### src/design/rcr_map.vh
// Register address, bit positions, reset values and timing counts of the reset cause block
`ifndef RCR_MAP_VH
`define RCR_MAP_VH

// Register address in special function register space
`define RCR_ADDR 8'hEF

// Bit positions within the reset cause and enable register
`define RCR_BIT_PIN 0
`define RCR_BIT_SUPPLY 1
`define RCR_BIT_CLKLOSS 2
`define RCR_BIT_WDT 3
`define RCR_BIT_SOFT 4
`define RCR_BIT_COMP 5
`define RCR_BIT_FLASH 6
`define RCR_BIT_UNUSED 7

// Power-on value of the cause flags: only the power and supply flag is set
`define RCR_FLAGS_RESET 7'h02

// Power-on value of the source enables (comparator, clock loss, supply monitor)
`define RCR_ENABLE_RESET 1'b0

// Power-on level of the synchronised inputs {clock loss, comparator, supply ok, pin}
`define RCR_SYNC_RESET 4'h7

// System clock period and least hold time of the system reset
`define RCR_CLK_PERIOD_NS 10
`define RCR_HOLD_NS 100
`define RCR_HOLD_CYC ((`RCR_HOLD_NS + `RCR_CLK_PERIOD_NS - 1) / `RCR_CLK_PERIOD_NS)

// Watchdog clock divide ratio from the system clock
`define RCR_WDT_DIV 12

`endif

### src/design/rcr_wdt_prescale.v
// Watchdog clock enable: one pulse every DIV system clock cycles
`timescale 1ns/1ps
`include "rcr_map.vh"

module rcr_wdt_prescale #(
	parameter DIV = `RCR_WDT_DIV,
	parameter CW = 4
) (
	input wire clk, // System clock
	input wire nrst, // Synchronous reset, active low
	input wire restart, // Restart the divider from zero
	output reg tick_reg // One-cycle enable pulse at the divided rate
);

	localparam [31:0] LAST_FULL = DIV - 1;
	localparam [CW-1:0] LAST = LAST_FULL[CW-1:0];

	reg [CW-1:0] count_reg;
	reg [CW-1:0] count_next;

	// Next count wraps at the end of each period
	always @* begin
		if (restart || (count_reg == LAST)) begin
			count_next = {CW{1'b0}};
		end else begin
			count_next = count_reg + {{(CW-1){1'b0}}, 1'b1};
		end
	end

	// Counter and pulse flip-flops
	always @(posedge clk) begin
		if (!nrst) begin
			count_reg <= {CW{1'b0}};
			tick_reg <= 1'b0;
		end else begin
			count_reg <= count_next;
			tick_reg <= !restart && (count_reg == LAST);
		end
	end

endmodule // rcr_wdt_prescale

### src/design/rcr_reset_cause.v
// Reset cause and reset source enable register with the system reset sequencer
`timescale 1ns/1ps
`include "rcr_map.vh"

// Notes on behaviour
// Flash fault reset sets bit 6; read only.
// Bit 5 comparator cause flag; write enables comparator.
// Writing 1 to bit 4 forces reset.
// Bit 4 reads 1 after software reset.
// Bit 3 watchdog overflow cause; read only.
// Writing 1 to bit 2 enables clock loss.
// Enabled clock loss detector forces system reset.
// Bit 2 reads 1 only after clock loss.
// Writing 1 to bit 1 enables supply monitor.
// Software enables supply reset after monitor settles.
// Bit 1 set on power-on or supply reset.
// Other flags undefined while bit 1 set.
// Bit 0 pin reset cause; read only.
// Software uses whole-byte writes, no read-modify-write.
// Enabled comparator holds reset while input low.
// Watchdog enabled after reset, clocked clock/12.
// Internal resets never drive the reset pin.
// Bit 7 reads zero, writes ignored.
// Read-only flags change only on reset.
module rcr_reset_cause #(
	parameter HOLD_CYCLES = `RCR_HOLD_CYC,
	parameter HW = 8
) (
	input wire clk, // System clock, 100 MHz
	input wire nrst, // Power-on reset, synchronous, active low
	input wire [7:0] sfrAddr, // Special function register address
	input wire sfrWr, // Register write strobe, one cycle
	input wire sfrRd, // Register read strobe, one cycle
	input wire [7:0] sfrWdata, // Write data
	output reg [7:0] sfrRdata_reg, // Read data, valid the cycle after sfrRd
	input wire extResetPinN, // External reset pin level, active low
	input wire supplyAboveThreshold, // Supply monitor output, high while supply is good
	input wire comparatorHigh, // Comparator output, high while noninverting above inverting
	input wire clockLossTimeout, // Clock loss one-shot timed out, active high
	input wire flashFault, // Illegal flash access pulse, same clock
	input wire watchdogOverflow, // Watchdog overflow pulse, same clock
	input wire watchdogDisable, // Watchdog disable pulse from software, same clock
	output reg systemReset_reg, // System reset to the rest of the chip, active high
	output reg watchdogEnable_reg, // Watchdog running
	output wire watchdogTick, // Watchdog clock enable pulse, one in twelve cycles
	output reg clockLossEnable_reg, // Clock loss detector armed
	output reg rstPinOeN_reg // Reset pin output enable, active low; never driven
);

	localparam [1:0] ST_RUN = 2'b01;
	localparam [1:0] ST_HOLD = 2'b10;
	localparam [31:0] HOLD_FULL = HOLD_CYCLES - 1;
	localparam [HW-1:0] HOLD_LAST = HOLD_FULL[HW-1:0];
	localparam [3:0] SYNC_INIT = `RCR_SYNC_RESET;

	reg [1:0] state_reg;
	reg [HW-1:0] hold_reg;
	reg [6:0] flags_reg;
	reg [6:0] cause_reg;
	reg [6:0] cause_next;
	reg compEnable_reg;
	reg supplyEnable_reg;
	reg [3:0] sync1_reg;
	reg [3:0] sync2_reg;
	reg [6:0] events;
	wire pinLow;
	wire supplyLow;
	wire compLow;
	wire clockLost;
	wire sfrHit;
	wire writeHit;
	wire levelHold;
	wire holdDone;

	// Address decode shared by reads and writes
	function isOurs;
		input [7:0] addr;
		begin
			isOurs = (addr == `RCR_ADDR);
		end
	endfunction

	// Two-stage synchronisers for the asynchronous sources
	genvar gi;
	generate
		for (gi = 0; gi < 4; gi = gi + 1) begin : gSync
			always @(posedge clk) begin
				if (!nrst) begin
					sync1_reg[gi] <= SYNC_INIT[gi];
					sync2_reg[gi] <= SYNC_INIT[gi];
				end else begin
					sync1_reg[gi] <= (gi == 0) ? extResetPinN :
						(gi == 1) ? supplyAboveThreshold :
						(gi == 2) ? comparatorHigh : clockLossTimeout;
					sync2_reg[gi] <= sync1_reg[gi];
				end
			end
		end
	endgenerate

	// Source levels after synchronisation
	assign pinLow = !sync2_reg[0];
	assign supplyLow = !sync2_reg[1];
	assign compLow = !sync2_reg[2];
	assign clockLost = sync2_reg[3];
	assign sfrHit = isOurs(sfrAddr);
	assign writeHit = sfrWr && sfrHit && (state_reg == ST_RUN);
	assign holdDone = (hold_reg == {HW{1'b0}});

	// Sources that keep the chip in reset for as long as they stay active
	assign levelHold = pinLow ||
		(supplyLow && supplyEnable_reg) ||
		(compLow && compEnable_reg) ||
		(clockLost && clockLossEnable_reg);

	// Reset requests, one bit per cause in register bit order
	always @* begin
		events = 7'h00;
		events[`RCR_BIT_PIN] = pinLow;
		events[`RCR_BIT_SUPPLY] = supplyLow && supplyEnable_reg;
		events[`RCR_BIT_CLKLOSS] = clockLost && clockLossEnable_reg;
		events[`RCR_BIT_WDT] = watchdogOverflow && watchdogEnable_reg;
		events[`RCR_BIT_SOFT] = writeHit && sfrWdata[`RCR_BIT_SOFT];
		events[`RCR_BIT_COMP] = compLow && compEnable_reg;
		events[`RCR_BIT_FLASH] = flashFault;
	end

	// One cause is kept when several arrive together; supply first, software last
	always @* begin
		cause_next = 7'h00;
		if (events[`RCR_BIT_SUPPLY]) begin
			cause_next[`RCR_BIT_SUPPLY] = 1'b1;
		end else if (events[`RCR_BIT_PIN]) begin
			cause_next[`RCR_BIT_PIN] = 1'b1;
		end else if (events[`RCR_BIT_CLKLOSS]) begin
			cause_next[`RCR_BIT_CLKLOSS] = 1'b1;
		end else if (events[`RCR_BIT_COMP]) begin
			cause_next[`RCR_BIT_COMP] = 1'b1;
		end else if (events[`RCR_BIT_WDT]) begin
			cause_next[`RCR_BIT_WDT] = 1'b1;
		end else if (events[`RCR_BIT_FLASH]) begin
			cause_next[`RCR_BIT_FLASH] = 1'b1;
		end else begin
			cause_next[`RCR_BIT_SOFT] = events[`RCR_BIT_SOFT];
		end
	end

	// Reset sequencer: enter hold on any request, leave after the least time and no level source
	always @(posedge clk) begin
		if (!nrst) begin
			state_reg <= ST_RUN;
			hold_reg <= {HW{1'b0}};
			cause_reg <= 7'h00;
			systemReset_reg <= 1'b0;
		end else begin
			case (state_reg)
				ST_RUN: begin
					if (events != 7'h00) begin
						state_reg <= ST_HOLD;
						hold_reg <= HOLD_LAST;
						cause_reg <= cause_next;
						systemReset_reg <= 1'b1;
					end
				end
				ST_HOLD: begin
					if (!holdDone) begin
						hold_reg <= hold_reg - {{(HW-1){1'b0}}, 1'b1};
					end else if (!levelHold) begin
						state_reg <= ST_RUN;
						systemReset_reg <= 1'b0;
					end
				end
				default: begin
					state_reg <= ST_RUN;
					systemReset_reg <= 1'b0;
				end
			endcase
		end
	end

	// Cause flags change only at the end of a reset; writes never touch them
	always @(posedge clk) begin
		if (!nrst) begin
			flags_reg <= `RCR_FLAGS_RESET;
		end else if ((state_reg == ST_HOLD) && holdDone && !levelHold) begin
			flags_reg <= cause_reg;
		end
	end

	// Source enables: written by software; every reset exit clears the comparator and clock loss enables but keeps the supply enable
	always @(posedge clk) begin
		if (!nrst) begin
			compEnable_reg <= `RCR_ENABLE_RESET;
			clockLossEnable_reg <= `RCR_ENABLE_RESET;
			supplyEnable_reg <= `RCR_ENABLE_RESET;
		end else if ((state_reg == ST_HOLD) && holdDone && !levelHold) begin
			compEnable_reg <= 1'b0;
			clockLossEnable_reg <= 1'b0;
		end else if (writeHit) begin
			compEnable_reg <= sfrWdata[`RCR_BIT_COMP];
			clockLossEnable_reg <= sfrWdata[`RCR_BIT_CLKLOSS];
			supplyEnable_reg <= sfrWdata[`RCR_BIT_SUPPLY];
		end
	end

	// Watchdog runs after every reset; software may stop it, the reset exit wins
	always @(posedge clk) begin
		if (!nrst) begin
			watchdogEnable_reg <= 1'b1;
		end else if ((state_reg == ST_HOLD) && holdDone && !levelHold) begin
			watchdogEnable_reg <= 1'b1;
		end else if (watchdogDisable) begin
			watchdogEnable_reg <= 1'b0;
		end
	end

	// Watchdog clock enable, restarted while the chip is held in reset
	rcr_wdt_prescale #(
		.DIV(`RCR_WDT_DIV),
		.CW(4)
	) uPrescale (
		.clk(clk),
		.nrst(nrst),
		.restart(systemReset_reg),
		.tick_reg(watchdogTick)
	);

	// Read port; the unused top bit reads zero
	always @(posedge clk) begin
		if (!nrst) begin
			sfrRdata_reg <= 8'h00;
		end else if (sfrRd && isOurs(sfrAddr)) begin
			sfrRdata_reg <= {1'b0, flags_reg};
		end else begin
			sfrRdata_reg <= 8'h00;
		end
	end

	// Reset pin stays released; internal causes reset only the chip
	always @(posedge clk) begin
		rstPinOeN_reg <= 1'b1;
	end

endmodule // rcr_reset_cause

### config.mk
export PLATFORM = sky130hd
export DESIGN_NAME = rcr_reset_cause
export DESIGN_NICKNAME = d
export VERILOG_FILES = /design/src/design/rcr_wdt_prescale.v /design/src/design/rcr_reset_cause.v
export VERILOG_INCLUDE_DIRS = /design/src /design/src/design
export SDC_FILE = /design/constraint.sdc
export NUM_CORES = 1
export LEC_CHECK = 0
export ABC_AREA = 1
export BUFFER_PORTS_ARGS = -buffer_cell sky130_fd_sc_hd__buf_2
export CORE_MARGIN = 8
export CORE_UTILIZATION = 55
export CTS_CLUSTER_DIAMETER = 120
export DETAILED_ROUTE_END_ITERATION = 16
export PLACE_DENSITY_LB_ADDON = 0.12
export RECOVER_POWER = 100
export SYNTH_ARGS = -nofsm -noshare
export SYNTH_HDL_FRONTEND = slang
export SYNTH_SLANG_ARGS = --single-unit
### constraint.sdc
create_clock -name clk -period 4.05 [get_ports clk]
set_input_delay 0.2025 -clock clk [delete_from_list [all_inputs] [get_ports clk]]
set_output_delay 0.2025 -clock clk [all_outputs]
set_load 0.005 [all_outputs]
==> results of run 1 <==
==> logic make-up after synthesis <==
| family | count (synthesis) |
|---|---|
| AOI/OAI and AO/OA | 33 |
| xor gates and xnor gates | 4 |
| adders and majority gates | 3 |
| buffers and inverters | 40 |
| DFF | 48 |
| muxes | 2 |
| other | 2 |
| and+or+nand+nor | 115 |
==> worst max-delay path by stage <==
| stage | startpoint | to | slack (ps) | cells after the start |
|---|---|---|---|---|
| floorplan | hold_reg[0] | systemReset_reg | 2740 | 8 |
| global placement | systemReset_reg | hold_reg[6] | 2260 | 7 |
| detailed placement | systemReset_reg | hold_reg[6] | 2230 | 7 |
| CTS | systemReset_reg | hold_reg[6] | 2200 | 7 |
| global route | systemReset_reg | cause_reg[6] | 1890 | 8 |
| finish | systemReset_reg | cause_reg[0] | 2110 | 8 |
==> area by class of cell <==
class	instances	area, sq um	area share (%)
sequential	48	961	43.3
multi-input combinational	159	832	37.5
clock buffer	6	51.3	2.31
inverter	31	116	5.24
clock inverter	2	13.8	0.620
timing repair buffer	36	188	8.46
tap	46	57.6	2.59
==> power groups by stage <==
stage	sequential [mW]	clock [mW]	combinational [mW]
3_3_place_gp	0.515	0	0.123
4_1_cts	0.505	0.244	0.125
5_1_grt	0.508	0.263	0.145
3_5_place_dp	0.515	0	0.124
6_report	0.505	0.238	0.125
2_1_floorplan	0.513	0	0.0994
==> worst register-to-register path: stages, from the launching register on <==
cell and delay (ps):
dfxtp_1 350, inv_1 100, nand2_1 90, nor2_1 130
nand4_1 490, nand2_1 390, nor2_1 130, nand2_1 100
o21ai_0 70
==> routing by layer <==
layer  wire length, um  global-route usage (%)  up-vias
li1                  -                       -      858
met1              1790                    16.7      685
met2              1490                    22.0       40
met3               351                    5.92        5
met4                43                    4.48        0
met5                 0                       0        -
==> cell usage after synthesis, types with 4 or more instances <==
cell      n  share of area [%]
nand3_1  13                3.3
dfxtp_1  48                 49
or2_2    10                3.2
nand2_1  35                6.7
inv_1    28                5.3
nor2_1   29                5.5
nand4_1  12                3.8
nand2_2   4                1.3
a21oi_1  20                5.1
buf_4     4                1.5
o21ai_0  10                2.5
==> metrics by stage <==
stage,cells,hold WS [ps]
after floorplan,247,300
after global placement,317,383
after detailed placement,317,388
after CTS,325,0.583
after global routing,328,0.186
final,328,15.4
==> impl_metrics.py, run 1 <==
metrics = {
    "worst_setup_path": {
        "crit_path_top_delay_cell": "nand4_1",
        "crit_buf_inv": 1,
        "crit_arrival_ps": 2200,
        "required_ps": 4310,
        "r2r_slack_ps": 2110,
        "rr_worst_depth": 8,
        "crit_family": "simple AND/OR/NAND/NOR gates",
        "crit_path_frequent_cell": "nand2_1",
        "worstPathCellList": "inv_1, nand2_1, nor2_1, nand4_1, nand2_1, nor2_1, nand2_1, o21ai_0",
        "r2r_end": "cause_reg[0]",
        "timing.rr.start": "systemReset_reg",
        "crit_type": "reg -> reg",
        "crit_fanout": 13,
        "end_kind": "flip-flop",
        "cpPeakStageDelay_ps": 490,
        "startpoint_type": "flip-flop",
    },
    "drt": {
        "wl_per_cell_um": 11.2,
        "drcViolationCount": 0,
        "via_per_inst": 4.84,
        "dr_total_vias": 1588,
        "ant_nets": 0,
        "drt-pass1-iter-count": 4,
        "drt-initial-drc-count": 98,
        "wirelength_um": 3670,
    },
    "die": {
        "dieWidth_um": 75.9,
        "dieArea_sq_um": 5760,
        "coreArea_sq_um": 3390,
        "placementRows": 21,
        "io_pins": 40,
        "initial_utilization_pct": 58.2,
        "die_h_um": 75.9,
    },
    "global_route": {
        "grt_first_pass_wirelength_um": 6160,
        "overflow": 0,
        "grt.total_usage_pct": 14.0,
        "grt_pass1_vias": 1460,
        "antenna_found_initial": 0,
        "grt_max_degree": 21,
    },
    "clock_network": {
        "htreeDepth": 2,
        "cts_tree": "built",
        "cts.clk_slew.worst_paths_ps": 130,
        "cts.sinks": 48,
        "cts_root_buffer": "clkbuf_4",
        "insertion_delay_ps": 370,
        "ctsHoldBuffers": 0,
        "cts_setup_buffers": 0,
        "clockBufferDepth": 2,
        "cts_repair_resize_count": 0,
        "numCtsBuffers": 5,
    },
    "pwr": {
        "p_switching_uw": 240,
        "internal_power_uw": 627,
        "p_sw_share_pct": 27.7,
        "power_per_cell_area_nw_per_um2": 391,
        "p_leak_nw": 1.02,
        "totalPowerFinal_uw": 867,
        "p_clk_share_pct": 27.4,
        "vdd_drop_max_mv": 0.281,
        "pwr-share-comb_pct": 14.4,
        "p_seq_share_pct": 58.2,
    },
    "synth": {
        "synth_xor_area_share_pct": 1.78,
        "ys_types": 29,
        "synth_mux_area_share_pct": 1.02,
        "ys_warn_count": 0,
        "yosys.area_share.adder_pct": 1.90,
        "ys_ff_latch": 48,
        "synthesis.area_sq_um": 1970,
        "synth_edf_count": 0,
        "synth_top_family_by_area": "simple AND/OR/NAND/NOR gates",
        "synth.avg_cell_area_sq_um": 7.98,
        "synthFlopType": "dfxtp_1",
        "synth_nets": 277,
        "synthCells": 247,
        "ys_seq_area_share_pct": 48.7,
        "async_flop_share_pct": 0,
        "synth-compound-area-share_pct": 8.76,
        "synth-simple-area-share_pct": 28.9,
    },
    "hold_path": {
        "hold_path_class": "in -> reg",
        "hp-start": "clockLossTimeout",
        "worstHoldPathCells": 3,
        "holdPathEnd": "sync1_reg[3]",
    },
    "sta": {
        "fin_setup_tns_ps": 0,
        "drv_slew": 0,
        "min_period_ps": 1940,
        "finalCritPeriodShare_pct": 47.9,
        "setup_ws_ps": 2110,
        "worst_pin_slew_ps": 756,
        "fmax_ghz": 0.516,
        "hold_viol": 0,
        "setup_viol": 0,
        "rsz0062_at_grt": "false",
        "slew-limit-headroom_pct": 49.6,
        "skew_ps": 12.7,
    },
    "outcome": {
        "outcome": "complete, no violations",
    },
    "job": {
        "cap_violations": 0,
    },
    "placed_design": {
        "place_congestion": 0.778,
        "portBuffers": 33,
        "pre_cts_ws_ps": 2230,
        "dpl.hpwl_um": 2610,
        "post_dp_cell_area_sq_um": 2140,
    },
    "cells_and_area": {
        "layout_common_cells": "dfxtp_1 (48), nand2_1 (36), inv_1 (30), nor2_1 (30), buf_2 (27)",
        "nFillCells": 332,
        "layout-drive-gt1-share_pct": 19.5,
        "final_util_pct": 65.5,
        "mostFrequentLayoutCell": "dfxtp_1",
        "area_delta_synth_final_pct": 12.6,
        "fin_area_sq_um": 2220,
        "largest_register_ffs": 8,
        "antennaDiodeCount": 0,
        "finalNetCount": 311,
    },
}
No activity file was read; power rests on OpenSTA's default activity.
==> inputs of run 2 (changes only) <==
--- a/config.mk
+++ b/config.mk
@@ -9,7 +9,7 @@
 export ABC_AREA = 1
 export BUFFER_PORTS_ARGS = -buffer_cell sky130_fd_sc_hd__buf_2
 export CORE_MARGIN = 8
-export CORE_UTILIZATION = 55
+export CORE_UTILIZATION = 48
 export CTS_CLUSTER_DIAMETER = 120
 export DETAILED_ROUTE_END_ITERATION = 16
 export PLACE_DENSITY_LB_ADDON = 0.12
==> constraint.sdc (replaced) <==
create_clock -name clk -period 1.72 [get_ports clk]
set_input_delay 0.086 -clock clk [delete_from_list [all_inputs] [get_ports clk]]
set_output_delay 0.086 -clock clk [all_outputs]
set_load 0.005 [all_outputs]
==> impl_metrics.py, run 2 (same netlist as run 1, synthesis figures left out) <==
metrics = {
    "worst_setup_path": {
        "r2r_end": "hold_reg[2]",
        "startpoint_type": "flip-flop",
        "required_ps": 1890,
        "crit_path_end": "hold_reg[2]",
        "crit_path_top_delay_cell": "dfxtp_1",
        "startpoint": "systemReset_reg",
        "rr_worst_depth": 7,
        "crit_type": "reg -> reg",
        "crit_buf_inv": 2,
        "crit_arrival_ps": 1680,
        "crit_path_frequent_cell": "nand4_1",
        "r2r_slack_ps": 200,
        "timing.rr.start": "systemReset_reg",
        "cp.depth": 7,
        "crit_fanout": 8,
        "worstPathCellList": "inv_2, nand2_1, nor2_1, nand4_1, clkbuf_2, nand4_1, a21oi_1",
        "end_kind": "flip-flop",
        "crit_family": "simple AND/OR/NAND/NOR gates",
        "cpPeakStageDelay_ps": 340,
    },
    "sta": {
        "hold_viol": 0,
        "worst_pin_slew_ps": 682,
        "skew_ps": 6.21,
        "fin_setup_tns_ps": 0,
        "slew-limit-headroom_pct": 54.5,
        "rsz0062_at_grt": "false",
        "drv_slew": 0,
        "setup_viol": 0,
        "fmax_ghz": 0.660,
        "min_period_ps": 1520,
        "finalCritPeriodShare_pct": 88.1,
        "worst_hold_slack_ps": 12.7,
    },
    "drt": {
        "met2_length_um": 1600,
        "via_per_inst": 4.82,
        "dr.max_layer_used": "met4",
        "drcViolationCount": 0,
        "ant_nets": 0,
        "drt-pass1-iter-count": 4,
        "wl_met1_um": 1830,
        "wirelength_um": 3840,
        "dr_total_vias": 1638,
        "wl_per_cell_um": 11.3,
        "drt-initial-drc-count": 65,
        "dr_wl_met3_um": 323,
    },
    "placed_design": {
        "dpl.hpwl_um": 2750,
        "place_congestion": 0.777,
        "post_dp_cell_area_sq_um": 2190,
        "portBuffers": 33,
    },
    "cells_and_area": {
        "largest_register_ffs": 8,
        "seqCellArea_sq_um": 961,
        "mostFrequentLayoutCell": "dfxtp_1",
        "multi_input_area_sq_um": 837,
        "nFillCells": 392,
        "area_delta_synth_final_pct": 17.8,
        "layout-drive-gt1-share_pct": 22.8,
        "antennaDiodeCount": 0,
        "finalNetCount": 319,
        "fin_area_sq_um": 2320,
        "layout_common_cells": "dfxtp_1 (48), nand2_1 (35), inv_1 (29), nor2_1 (29), buf_2 (28)",
    },
    "pwr": {
        "vdd_drop_max_mv": 0.522,
        "totalPowerFinal_mw": 2.20,
        "power_per_cell_area_nw_per_um2": 949,
        "p_leak_nw": 1.07,
    },
    "clock_network": {
        "cts_root_buffer": "clkbuf_8",
        "numCtsBuffers": 5,
        "cts_repair_resize_count": 0,
        "cts.clk_slew.worst_paths_ps": 90,
        "clockBufferDepth": 2,
        "insertion_delay_ps": 300,
        "htreeDepth": 2,
        "cts.sinks": 48,
        "cts_tree": "built",
    },
    "global_route": {
        "grt.total_usage_pct": 12.5,
        "antenna_found_initial": 0,
        "grt_first_pass_wirelength_um": 6380,
        "overflow": 0,
        "grt_max_degree": 21,
        "grt_pass1_vias": 1410,
    },
    "job": {
        "cap_violations": 0,
    },
    "die": {
        "io_pins": 40,
        "dieArea_sq_um": 6420,
        "initial_utilization_pct": 49.7,
        "die_h_um": 80.1,
        "coreArea_sq_um": 3970,
        "dieWidth_um": 80.1,
        "placementRows": 23,
    },
    "outcome": {
        "outcome": "complete, no violations",
    },
    "hold_path": {
        "hold_path_class": "in -> reg",
    },
}
run 2: changes by cell type in the layout (fill, tap and decap cells not counted), moves of 2 or more:
cell,delta
clkbuf_4,-5
clkbuf_8,+5
buf_4,+4
clkbuf_2,+2
dlygate4sd3_1,+2
inv_2,+2
run 2: final cells by class:
type                       instances  area share, %
sequential                        48           41.4
multi-input combinational        159           36.0
timing repair buffer              44           10.7
inverter                          31           5.01
clock buffer                       6           3.56
tap                               50           2.69
clock inverter                     2          0.593
run 2: what timing repair did:
action | 4_1_cts | 5_1_grt
hold endpoints to repair | 5 | 0
setup buffers | 0 | 0
hold buffers | 5 | 0
run 2: power by group:
part / switching (mW) / leakage (nW) / internal [mW]
logic: 0.186 / 0.627 / 0.127
registers: 0.0266 / 0.391 / 1.16
clock network: 0.376 / 0.0516 / 0.329
run 2: per-layer routing:
layer	global-route usage, %	up-vias
met4	6.00	0
met3	5.36	6
met2	18.4	35
met1	15.2	728
met5	0	-
li1	-	869
run 2: tightest hold or removal path, cell delays in order:
cell and delay (ps):
buf_2 80, mux2i_1 50, nor2_1 70
run 2: per-stage QoR:
| stage | util (%) | setup slack [ps] | instances |
|---|---|---|---|
| 6_report | 58.5 | 204 | 340 |
| 5_1_grt | 58.5 | 9.60 | 340 |
| 4_1_cts | 58.9 | 205 | 340 |
| 3_5_place_dp | 55.2 | 216 | 327 |
| 3_3_place_gp | 55.2 | 240 | 327 |
| 2_1_floorplan | - | 405 | 247 |
run 2: worst min-delay path by stage:
stage	from	end	slack, ps	depth (start not counted)
3_3_place_gp	extResetPinN	sync1_reg[0]	270	2
5_1_grt	sfrWdata[2]	clockLossEnable_reg	10	3
4_1_cts	sfrWdata[2]	clockLossEnable_reg	5	3
2_1_floorplan	clockLossTimeout	sync1_reg[3]	180	2
3_5_place_dp	comparatorHigh	sync1_reg[2]	270	2
6_report	sfrWdata[2]	clockLossEnable_reg	10	3
